--- src/include/itfm_pkg.sv ---
// constants and types for the four-mode interval timer
package itfm_pkg;

    localparam int          ITFM_CNT_W     = 14;
    localparam logic [13:0] ITFM_COUNT_RST = 14'h0000;
    localparam logic [13:0] ITFM_LEN_RST   = 14'h0002;
    localparam logic [13:0] ITFM_MIN_LEN   = 14'h0002;
    localparam logic [13:0] ITFM_TC_VALUE  = 14'h0001;
    localparam int          ITFM_SYNC_DEPTH = 2;

    typedef enum logic [1:0] {
        ITFM_HALF_SINGLE,
        ITFM_SQUARE_RELOAD,
        ITFM_SINGLE_PULSE,
        ITFM_REPEATING_DIVIDER
    } itfm_mode_e;

    localparam itfm_mode_e ITFM_MODE_RST = ITFM_HALF_SINGLE;

endpackage

--- src/include/itfm_tick_if.sv ---
// carrier for the synchronised timer-clock edge between the timer's own modules
`timescale 1ns/1ps
interface itfm_tick_if;
    logic tick;

    modport src
    (
        output tick
    );

    modport dst
    (
        input  tick
    );
endinterface

--- src/rtl/itfm_edge_sync.sv ---
// two-stage synchroniser and rising-edge detector for the timer input clock
`timescale 1ns/1ps
module itfm_edge_sync
    import itfm_pkg::*;
(
    input  wire logic   clk_sys_in,
    input  wire logic   rst_in,
    input  wire logic   pin_in,
    itfm_tick_if.src    tick_if
);

    logic meta_ff;
    logic sync_ff;
    logic last_ff;

    ////////////////////////////////////////////////////////////////////////////////
    // meta_ff is read only by sync_ff
    always_ff @(posedge clk_sys_in or posedge rst_in)
    begin
        if (rst_in)
        begin
            meta_ff <= 1'b0;
            sync_ff <= 1'b0;
        end
        else
        begin
            meta_ff <= pin_in;
            sync_ff <= meta_ff;
        end
    end

    always_ff @(posedge clk_sys_in or posedge rst_in)
    begin
        if (rst_in)
        begin
            last_ff <= 1'b0;
        end
        else
        begin
            last_ff <= sync_ff;
        end
    end

    ////////////////////////////////////////////////////////////////////////////////
    assign tick_if.tick  = sync_ff & ~last_ff;

endmodule

--- src/rtl/itfm_timer.sv ---
// four-mode 14-bit interval timer, top level
`timescale 1ns/1ps
module itfm_timer
    import itfm_pkg::*;
#(
    parameter int CNT_W = ITFM_CNT_W
)
(
    input  wire logic               clk_sys_in,
    input  wire logic               rst_in,
    input  wire logic               timer_clk_in,
    input  wire logic               load_in,
    input  wire logic [CNT_W-1:0]   length_in,
    input  wire logic [1:0]         mode_in,
    input  wire logic               stop_in,
    input  wire logic               irq_clr_in,
    output logic      [CNT_W-1:0]   count_out,
    output logic      [1:0]         mode_out,
    output logic      [CNT_W-1:0]   length_out,
    output logic                    running_out,
    output logic                    timer_out_out,
    output logic                    tc_out,
    output logic                    irq_out
);

    ////////////////////////////////////////////////////////////////////////////////
    // elaboration checks
    if (CNT_W != ITFM_CNT_W)
    begin : g_width_check
        $error("itfm_timer: CNT_W must equal the 14-bit count length");
    end

    ////////////////////////////////////////////////////////////////////////////////
    // declarations
    itfm_tick_if tick_bus ();

    logic [CNT_W-1:0]   count_ff;
    logic [CNT_W-1:0]   nxt_count;
    logic [CNT_W-1:0]   length_ff;
    logic [CNT_W-1:0]   half_len;
    logic [CNT_W-1:0]   load_len;
    itfm_mode_e         mode_ff;
    itfm_mode_e         load_mode;
    logic               running_ff;
    logic               nxt_running;
    logic               out_ff;
    logic               nxt_out;
    logic               tc_ff;
    logic               irq_ff;
    logic               at_final;
    logic               tc_event;
    logic               reload_mode;
    logic               done_event;

    ////////////////////////////////////////////////////////////////////////////////
    // timer clock crossing
    itfm_edge_sync u_edge_sync
    (
        .clk_sys_in (clk_sys_in),
        .rst_in     (rst_in),
        .pin_in     (timer_clk_in),
        .tick_if    (tick_bus.src)
    );

    ////////////////////////////////////////////////////////////////////////////////
    // load decode
    // lengths below two cannot form two halves, so they are raised to two
    assign load_len  = (length_in < ITFM_MIN_LEN) ? ITFM_MIN_LEN : length_in;
    assign load_mode = itfm_mode_e'(mode_in);
    assign half_len  = length_ff >> 1;

    assign at_final    = (count_ff == ITFM_TC_VALUE);
    assign tc_event    = running_ff & tick_bus.tick & at_final;
    assign reload_mode = (mode_ff == ITFM_SQUARE_RELOAD) ||
                         (mode_ff == ITFM_REPEATING_DIVIDER);
    // single-shot modes complete once, reloading modes complete every period
    assign done_event  = tc_event;

    ////////////////////////////////////////////////////////////////////////////////
    // configuration registers
    always_ff @(posedge clk_sys_in or posedge rst_in)
    begin
        if (rst_in)
        begin
            length_ff <= ITFM_LEN_RST;
            mode_ff   <= ITFM_MODE_RST;
        end
        else if (load_in)
        begin
            length_ff <= load_len;
            mode_ff   <= load_mode;
        end
    end

    ////////////////////////////////////////////////////////////////////////////////
    // counter and run state
    always_comb
    begin
        nxt_count   = count_ff;
        nxt_running = running_ff;
        if (load_in)
        begin
            nxt_count   = load_len;
            nxt_running = 1'b1;
        end
        else if (stop_in)
        begin
            nxt_running = 1'b0;
        end
        else if (running_ff && tick_bus.tick)
        begin
            if (at_final)
            begin
                if (reload_mode)
                begin
                    nxt_count = length_ff;
                end
                else
                begin
                    nxt_count   = ITFM_COUNT_RST;
                    nxt_running = 1'b0;
                end
            end
            else
            begin
                nxt_count = count_ff - 1'b1;
            end
        end
    end

    always_ff @(posedge clk_sys_in or posedge rst_in)
    begin
        if (rst_in)
        begin
            count_ff   <= ITFM_COUNT_RST;
            running_ff <= 1'b0;
        end
        else
        begin
            count_ff   <= nxt_count;
            running_ff <= nxt_running;
        end
    end

    ////////////////////////////////////////////////////////////////////////////////
    // output waveform, decided from the next count so it tracks it exactly
    always_comb
    begin
        nxt_out = 1'b1;
        if (nxt_running)
        begin
            unique case (load_in ? load_mode : mode_ff)
                ITFM_HALF_SINGLE:
                begin
                    nxt_out = ~(nxt_count <= (load_in ? (load_len >> 1) : half_len));
                end
                ITFM_SQUARE_RELOAD:
                begin
                    nxt_out = ~(nxt_count <= (load_in ? (load_len >> 1) : half_len));
                end
                ITFM_SINGLE_PULSE:
                begin
                    nxt_out = (nxt_count != ITFM_TC_VALUE);
                end
                ITFM_REPEATING_DIVIDER:
                begin
                    nxt_out = (nxt_count != ITFM_TC_VALUE);
                end
            endcase
        end
    end

    always_ff @(posedge clk_sys_in or posedge rst_in)
    begin
        if (rst_in)
        begin
            out_ff <= 1'b1;
        end
        else
        begin
            out_ff <= nxt_out;
        end
    end

    ////////////////////////////////////////////////////////////////////////////////
    // terminal count pulse
    always_ff @(posedge clk_sys_in or posedge rst_in)
    begin
        if (rst_in)
        begin
            tc_ff <= 1'b0;
        end
        else
        begin
            tc_ff <= tc_event;
        end
    end

    ////////////////////////////////////////////////////////////////////////////////
    // interrupt request, set wins over clear
    always_ff @(posedge clk_sys_in or posedge rst_in)
    begin
        if (rst_in)
        begin
            irq_ff <= 1'b0;
        end
        else if (done_event)
        begin
            irq_ff <= 1'b1;
        end
        else if (irq_clr_in)
        begin
            irq_ff <= 1'b0;
        end
    end

    ////////////////////////////////////////////////////////////////////////////////
    // read-back is straight from the state registers
    assign count_out     = count_ff;
    assign mode_out      = mode_ff;
    assign length_out    = length_ff;
    assign running_out   = running_ff;
    assign timer_out_out = out_ff;
    assign tc_out        = tc_ff;
    assign irq_out       = irq_ff;

endmodule

--- config.mk ---
export PLATFORM = sky130hd
export DESIGN_NAME = itfm_timer
export DESIGN_NICKNAME = d
export VERILOG_FILES = /design/src/include/itfm_pkg.sv /design/src/include/itfm_tick_if.sv /design/src/rtl/itfm_edge_sync.sv /design/src/rtl/itfm_timer.sv
export SDC_FILE = /design/constraint.sdc
export NUM_CORES = 1
export LEC_CHECK = 0
export BUFFER_PORTS_ARGS = -buffer_cell sky130_fd_sc_hd__buf_2
export CAP_MARGIN = 40
export CORE_MARGIN = 1.5
export CORE_UTILIZATION = 45
export DETAILED_ROUTE_END_ITERATION = 8
export PLACE_DENSITY = 0.71
export SLEW_MARGIN = 20
export SYNTH_ARGS = -nofsm -noshare
export SYNTH_HDL_FRONTEND = slang
export SYNTH_HIERARCHICAL = 1
export SYNTH_SLANG_ARGS = --single-unit
export TNS_END_PERCENT = 5
--- constraint.sdc ---
create_clock -name clk_sys_in -period 4.2 [get_ports clk_sys_in]
set_input_delay 0.42 -clock clk_sys_in [delete_from_list [all_inputs] [get_ports clk_sys_in]]
set_output_delay 0.42 -clock clk_sys_in [all_outputs]
set_load 0.01 [all_outputs]
Word level (Yosys, flattened, before mapping)
Cells that the tools add are included.

storage, ports and cells
  register bits = 37
  word-level logic and storage cells = 48

cells by class
  $add $sub $neg = 1
  $lt $le $gt $ge = 2
  eq/ne operators = 7
  muxes and demuxes = 17
  bitwise gates (word level) = 5
  reduce and logical (&&, ||, !) cells = 6

operators with widths
  cell                                                                            count
  14-bit 2-to-1 mux                                                               6
  14-bit by 1-bit == test with 1-bit output (second input constant)               1
  14-bit by 13-bit less-or-equal comparator with 1-bit output                     1
  14-bit by 2-bit less-than comparator with 1-bit output (second input constant)  1
  14-bit by 1-bit inequality test with 1-bit output (second input constant)       1
  14-bit by 1-bit subtractor with 14-bit output (second input constant)           1
  13-bit 2-to-1 mux                                                               1
  1-bit 2-to-1 mux                                                                8
  2-bit == test (second input constant)                                           3
  2-bit by 1-bit == test with 1-bit output (second input constant)                2
  2-bit OR reduction                                                              2
  1-bit AND                                                                       3
  2-bit zero test                                                                 1
  2-bit 2-to-1 mux                                                                1
  1-bit NOT                                                                       2
  1-bit one-hot mux with 2 select lines                                           1
  2-bit nonzero test                                                              1
  1-bit logical AND                                                               1
  1-bit logical OR                                                                1

Depth between registers and ports, before layout
Gate-level depths: netlist (run 1).

  depth in word-level cells = 11
  mapped depth = 16

Modules after synthesis
The synthesis (run 1) kept the hierarchy.

by module, submodules not included
  module          times used  cells each  area an instance (µm²)
  itfm_timer      1           266         2359.8
  itfm_edge_sync  1           5           92.6

Least setup slack after synthesis (run 1)
Ideal clock, no wire load.

  kind = reg2reg
  start = register count_ff[1], in the netlist count_out[1]
  end = register out_ff, in the netlist timer_out_out
  setup time = 0.088 ns
  arrival time = 3.330 ns
  required time = 4.112 ns
  path slack = 0.782 ns
  stages on the path, launching flop included = 14
  period minus slack after synthesis = 3.418 ns
  cells stage by stage = dfrtp_1 -> inv_1 -> ha_1 -> nor3b_1 -> and4_1 -> buf_6 -> mux2_1 -> o311ai_0 -> ha_1 -> a21oi_1 -> o211ai_1 -> a2111o_1 -> a221oi_1 -> o21ai_1

on the way
  cells in the longest elaborated chain, start to end = 9

ends and longest elaborated chain
  element                                                                                                            RTL line                              text
  start, declared                                                                                                    itfm_timer.sv:37                      logic [CNT_W-1:0] count_ff;
  start signal, assigned                                                                                             itfm_timer.sv:140                     count_ff <= nxt_count;
  14-bit by 1-bit subtractor with 14-bit output / 14-bit by 1-bit == test with 1-bit output (equally long branches)  itfm_timer.sv:126, itfm_timer.sv:72
  14-bit 2-to-1 mux                                                                                                  itfm_timer.sv:112                     if (at_final)
  14-bit 2-to-1 mux                                                                                                  itfm_timer.sv:110                     else if (running_ff && tick_bus.tick)
  14-bit 2-to-1 mux (*)                                                                                              itfm_timer.sv:106                     else if (stop_in)
  14-bit 2-to-1 mux (*)                                                                                              itfm_timer.sv:101                     if (load_in)
  via nxt_count[1]                                                                                                   itfm_timer.sv:38                      logic [CNT_W-1:0] nxt_count;
  14-bit by 13-bit less-or-equal comparator with 1-bit output                                                        itfm_timer.sv:155, itfm_timer.sv:159
  1-bit NOT                                                                                                          itfm_timer.sv:155, itfm_timer.sv:159
  1-bit one-hot mux with 2 select lines (*)                                                                          itfm_timer.sv:152                     unique case (load_in ? load_mode : mode_ff)
  1-bit 2-to-1 mux (*)                                                                                               itfm_timer.sv:150                     if (nxt_running)
  via nxt_out                                                                                                        itfm_timer.sv:47                      logic nxt_out;
  end signal, assigned                                                                                               itfm_timer.sv:181                     out_ff <= nxt_out;
  end, declared                                                                                                      itfm_timer.sv:46                      logic out_ff;

Mark *: on every way through the listed nets, which the timed path passes. The rest lies on a longest branch.
A chain may end at the register's enable or synchronous reset.

Worst setup path after layout (run 1)
Ends and elaborated chain as after synthesis.

==> run metrics, run 1 <==
Post-Syn Area 2450 um^2; H-tree levels 2; Top Family by Delay on Critical Path compound AO/OA/AOI/OAI gates; CP Data Required Time 4.41 ns; Worst-Margin Slew 0.658 ns; number of distinct library cells after synthesis 62; syn nets 308; clock-pin slew on the worst setup and hold paths approximately 0.080 ns; Final period util roughly nine tenths; I/O Buffers 55; Yosys top cell by area dfrtp_1; most numerous cell in the Yosys netlist dfrtp_1; final hold violation count 0; worst r2r path cells 12; starting density of the core around 47%; Multi-input gate area between 1000 and 1500 um^2; postcts setup bufs 0; DIE WIDTH 76.8 um; arrival time worst endpoint a little under 4 ns; Critical-path top delay cell o311ai_0; Worst Hold Path EP u_edge_sync/meta_ff; Worst Path Max Fanout 7; Async S/R FF share, synth 100%; #FFs+latches synth 37; crit start category register; synthesized area per cell slightly above 9 um^2; Sink Count 37; Reg area 928 um^2; die height 76.8 um; ys flop type dfrtp_1; antenna violations before repair 0; Worst slew margin 56.1%; Worst Path Buf+Inv 1; fin cells 400; CP max stage delay 0.59 ns; vias in the first global route 2335; hold path depth 1; critical path class register to register; First DRT Iteration DRCs between 300 and 400; fin crit period 3.76 ns; CTS tree yes; reg2reg setup slack 0.44 ns; synthesized instance count 271; Antenna diodes 0; die area just under 6000 um^2; worst skew pair latency 0.30 ns; setup_tns 0 ns; Final Max Tran Viols 0; Max Cap Viol 0; aggregate routed wire length 7.30 mm; P per Cell Area 334 nW/um^2; I/O pin cnt 56; Synth Warn # 6; # fillers 480; layout cell share with drive strength beyond 1 between 20% and 30%; Syn-to-layout area delta 19.0%; CTS Buffer Depth 2; Post-DRT Antenna Nets 0; status finished clean; CTS Buf Count 5; clock root buffer clkbuf_8; vias per cell around 6; global-route wire length before repair 12.0 mm; R2R Path End timer_out_out; final setup fails 0; cts hold-fix bufs 1; Max Clock Skew 0.0113 ns; Core Area 5170 um^2; crit-path cells inv_1, ha_1, nor3b_1, and4_1, mux2_1, o311ai_0, ha_1, a21oi_1, o211ai_1, a2111o_1, a221oi_1, o21ai_1; Max Fclk around 270 MHz; peak supply drop about 0.22 mV; HP Class input pin to register; hold slack 0.236 ns; GP Congestion roughly 0.93; number of enable flip-flop cells after synthesis 0; RSZ-0062 raised after global routing false; Final nets 366; DR vias 2430; final core utilization 56.4%; post-CTS sizing 0; DRT Pass-1 Iters 5; FP Rows 26; register area share after synthesis 37.9%; top cell type's share of synthesized area 35.7%; CP Capture Type register; drt drc 0; HP Start timer_clk_in; largest net degree at the start of global routing 35; CP dominant cell by count ha_1; drt wl/cell 18.2 um; dpl cells 391; gr ovfl total 0; top cells by count, synth dfrtp_1 (35), inv_1 (28), nand2_1 (23); GRT Total Usage around a quarter; reg2reg start count_out[1]; Static Leak approximately 1.4 nW; detailed placer's ending HPWL roughly 5.4 mm; synth top area cells dfrtp_1 (36%), ha_1 (7.7%), inv_1 (4.3%), nand2_1 (3.5%), a21oi_1 (2.9%)
[stage by stage]
| step | worst slack, ns | power (mW) | cell area (um^2) |
|---|---|---|---|
| after floorplan | 0.782 | 0.591 | 2450 |
| after global placement | 0.729 | 0.689 | 2810 |
| after CTS | 0.547 | 0.972 | 2920 |
| after global routing | 0.143 | 1.03 | 2920 |
| final | 0.442 | 0.973 | 2920 |
| after detailed placement | 0.586 | 0.691 | 2810 |
[layer usage]
metal	vias to the layer above	share of wire, %	track usage (%)
met5	-	0	0
met2	142	45	38.9
met3	20	9.8	5.12
met4	0	2.6	10.6
li1	1124	-	-
met1	1144	42	37.1
[flip-flops by register name, summed over array words and instances, names as in the netlist, named ones only]
register and flops:
u_edge_sync/sync_ff 1, tc_out 1, timer_out_out 1, count_out 14, length_out 14, running_out 1
irq_out 1, u_edge_sync/last_ff 1, mode_out 1, u_edge_sync/meta_ff 1
[layout make-up]
type	instances	share of cell area, %
Clock buffer	7	3.30
Multi-Input combinational cell	195	46.9
Clock inverter	1	0.172
Timing Repair Buffer	61	11.1
Inverter	29	3.73
Sequential cell	37	31.8
Tap cell	70	3.00
[power by group]
group          total, mW  switching, mW  internal, mW
clock              0.284          0.135         0.149
sequential         0.433         0.0446         0.388
combinational      0.257          0.153         0.104
[worst max path at each step]
stage / depth (start not counted) / slack, ns / end / startpoint
final: 12 / 0.44 / timer_out_out / count_out[1]
after global routing: 12 / 0.14 / timer_out_out / count_out[1]
after CTS: 12 / 0.55 / timer_out_out / count_out[1]
after detailed placement: 12 / 0.59 / timer_out_out / count_out[1]
after global placement: 13 / 0.73 / timer_out_out / count_out[0]
after floorplan: 13 / 0.78 / timer_out_out / count_out[1]
[layout by cell type, fill, tap and decap left out, types with 8 or more instances in the layout]
cell type and instances:
inv_1 28, nand4_1 8, nand2_1 23, buf_2 55
a21boi_0 8, dfrtp_1 35, o21ai_0 13, nor2_1 14
a21oi_1 14, ha_1 15
[kinds of logic (layout without fill, tap and decap cells)]
family / count (synthesis) / after routing / share of synthesized area, %
AND/OR/NAND/NOR: 98 / 98 / 23.7
AO/OA/AOI/OAI: 72 / 72 / 20.5
buffers and inverters: 39 / 98 / 6.33
flip-flops: 37 / 37 / 37.9
adder cells (fa/ha/maj): 15 / 15 / 7.65
multiplexers: 8 / 8 / 3.32
XOR/XNOR: 2 / 2 / 0.714
(Power assumes the default switching activity.)
==> run 2: changes to the inputs <==
- MAX_ROUTING_LAYER: unset -> met4
- RECOVER_POWER: unset -> 25
==> run metrics, run 2 (synthesized netlist as in run 1, its figures left out) <==
status finished, violations left; failing checks capacitance limit, slew limit; final setup margin 0.461 ns (+0.0196 ns); peak supply drop 0.186 mV (-15%); P per Cell Area 327 nW/um^2 (-2.0%); RSZ-0062 raised after global routing false; starting density of the core 47.4% (unchanged); dpl ws 0.529 ns (-0.0563 ns); Worst slew margin -24.6% (-81 points); Max Cap Viol 1 (+1); H-tree levels 2 (unchanged); Final Max Tran Viols 35 (+35); Antenna diodes 0 (unchanged); vias in the first global route 2364 (+1.2%); antenna violations before repair 0 (unchanged); Top Family by Delay on Critical Path compound AO/OA/AOI/OAI gates; Core Area 5170 um^2 (unchanged); hold slack 0.243 ns (+0.00648 ns); detailed placer's ending HPWL 5.45 mm (+0.94%); worst skew pair latency 0.29 ns (about the same); fin crit period 3.74 ns (-0.0196 ns); hold path depth 1 (unchanged); CTS Buf Count 5 (unchanged); final core utilization 56.1% (-0.29 points); Worst Hold Path EP u_edge_sync/meta_ff; post-CTS sizing 0 (unchanged); final setup fails 0 (unchanged); vias per cell 6.15 (+1.2%); global routing usage on met1 36.7% (-0.36 points); CTS tree yes; Syn-to-layout area delta 18.4%; First DRT Iteration DRCs 351 (+15%); die area 5900 um^2 (unchanged); drt drc 0 (unchanged); most common cell after layout, fill and taps aside buf_2; reg2reg start count_out[1]; aggregate routed wire length 7.34 mm (+0.62%); reg2reg setup slack 0.46 ns (+0.02 ns); HP Start timer_clk_in; Worst Path Buf+Inv 1 (unchanged); Static Leak 1.40 nW (-1.4%); met3 Resource Use GR 3.93% (-1.2 points); clock root buffer clkbuf_8; die height 76.8 um (unchanged); Setup crit start count_out[1]; DRT Pass-1 Iters 5 (unchanged); Final period util 89.0% (-0.47 points); CP Capture Type register; I/O pin cnt 56 (unchanged); HP Class input pin to register; clock-pin slew on the worst setup and hold paths 0.08 ns (about the same); Worst-Margin Slew 1.87 ns (+1.21 ns); layout cell share with drive strength beyond 1 21.8% (-1.5 points); Worst Path Max Fanout 7 (unchanged); met2 Use GR 39.8% (+0.88 points); I/O Buffers 55 (unchanged); Critical-path top delay cell o311ai_0; drt wl/cell 18.4 um (+0.62%); critical path class register to register; FP Rows 26 (unchanged); Sink Count 37 (unchanged); worst r2r path cells 12 (unchanged); GRT busiest layer met2; Final nets 367 (+0.27%); CP dominant cell by count ha_1; GRT Total Usage 26.5% (+0.35 points); Max Fclk 267 MHz (+0.52%); final hold violation count 0 (unchanged); crit-path cells inv_1, ha_1, nor3b_1, and4_1, mux2_1, o311ai_0, ha_1, a21oi_1, o211ai_1, a2111o_1, a221oi_1, o21ai_1; R2R Path End timer_out_out; CTS Buffer Depth 2 (unchanged); setup_tns 0 ns (unchanged); global-route wire length before repair 11.9 mm (-0.75%); CP max stage delay 0.55 ns (-0.04 ns); gr ovfl total 0 (unchanged); Post-DRT Antenna Nets 0 (unchanged); overall power 949 uW (-2.5%); DIE WIDTH 76.8 um (unchanged); arrival time worst endpoint 3.94 ns (-0.03 ns); CP Data Required Time 4.40 ns (about the same); largest net degree at the start of global routing 35 (unchanged); GP Congestion 0.923 (-0.86%); crit start category register; DR vias 2460 (+1.2%); Max Clock Skew 0.0104 ns (-0.000919 ns); commonest non-fill, non-tap cells in the layout buf_2 (52), dfrtp_1 (35), inv_1 (28)
## run 2: cell count changes in the layout (fill, tap and decap cells not counted)
cell,delta
buf_2,-3
clkbuf_1,+5
clkbuf_8,-1
clkinv_2,-1
## run 2: layout make-up
class	instances	area, um^2
fillers	464	2270
multi-input cells	195	1370
flip-flops and latches	37	928
repair buffers	62	323
inverters	29	109
well taps	70	87.6
clock buffers	7	86.3
## run 2: report_power, final
group          internal, mW  leakage, nW  switching (mW)
logic                 0.103        0.907           0.151
registers             0.388        0.443          0.0476
clock network         0.130       0.0443           0.128
total                 0.622         1.40           0.327
## run 2: worst max-delay path by stage
stage	to	slack [ns]	cells past startpoint
after floorplan	timer_out_out	0.78	13
after global placement	timer_out_out	0.59	14
after detailed placement	timer_out_out	0.53	12
after CTS	timer_out_out	0.49	12
after global routing	timer_out_out	0.23	12
final	timer_out_out	0.46	12
## run 2: repair_timing
| action | in CTS | in global routing |
|---|---|---|
| hold buffers | 1 | 0 |
| endpoints found under the hold margin | 3 | 0 |
| setup buffers | 0 | 0 |
| endpoints found under the setup margin | 0 | 0 |
## run 2: layer usage
| metal | vias up | part of all wire (%) |
|---|---|---|
| met5 | - | 0 |
| met3 | 21 | 6.6 |
| met4 | 0 | 2.2 |
| met2 | 133 | 46 |
| li1 | 1123 | - |
| met1 | 1183 | 45 |
## run 2: per-stage QoR
step                area, um^2  instances
detailed placement        2810        392
CTS                       2910        400
finish                    2900        400
global placement          2810        392
floorplan                 2450        271
global route              2900        400
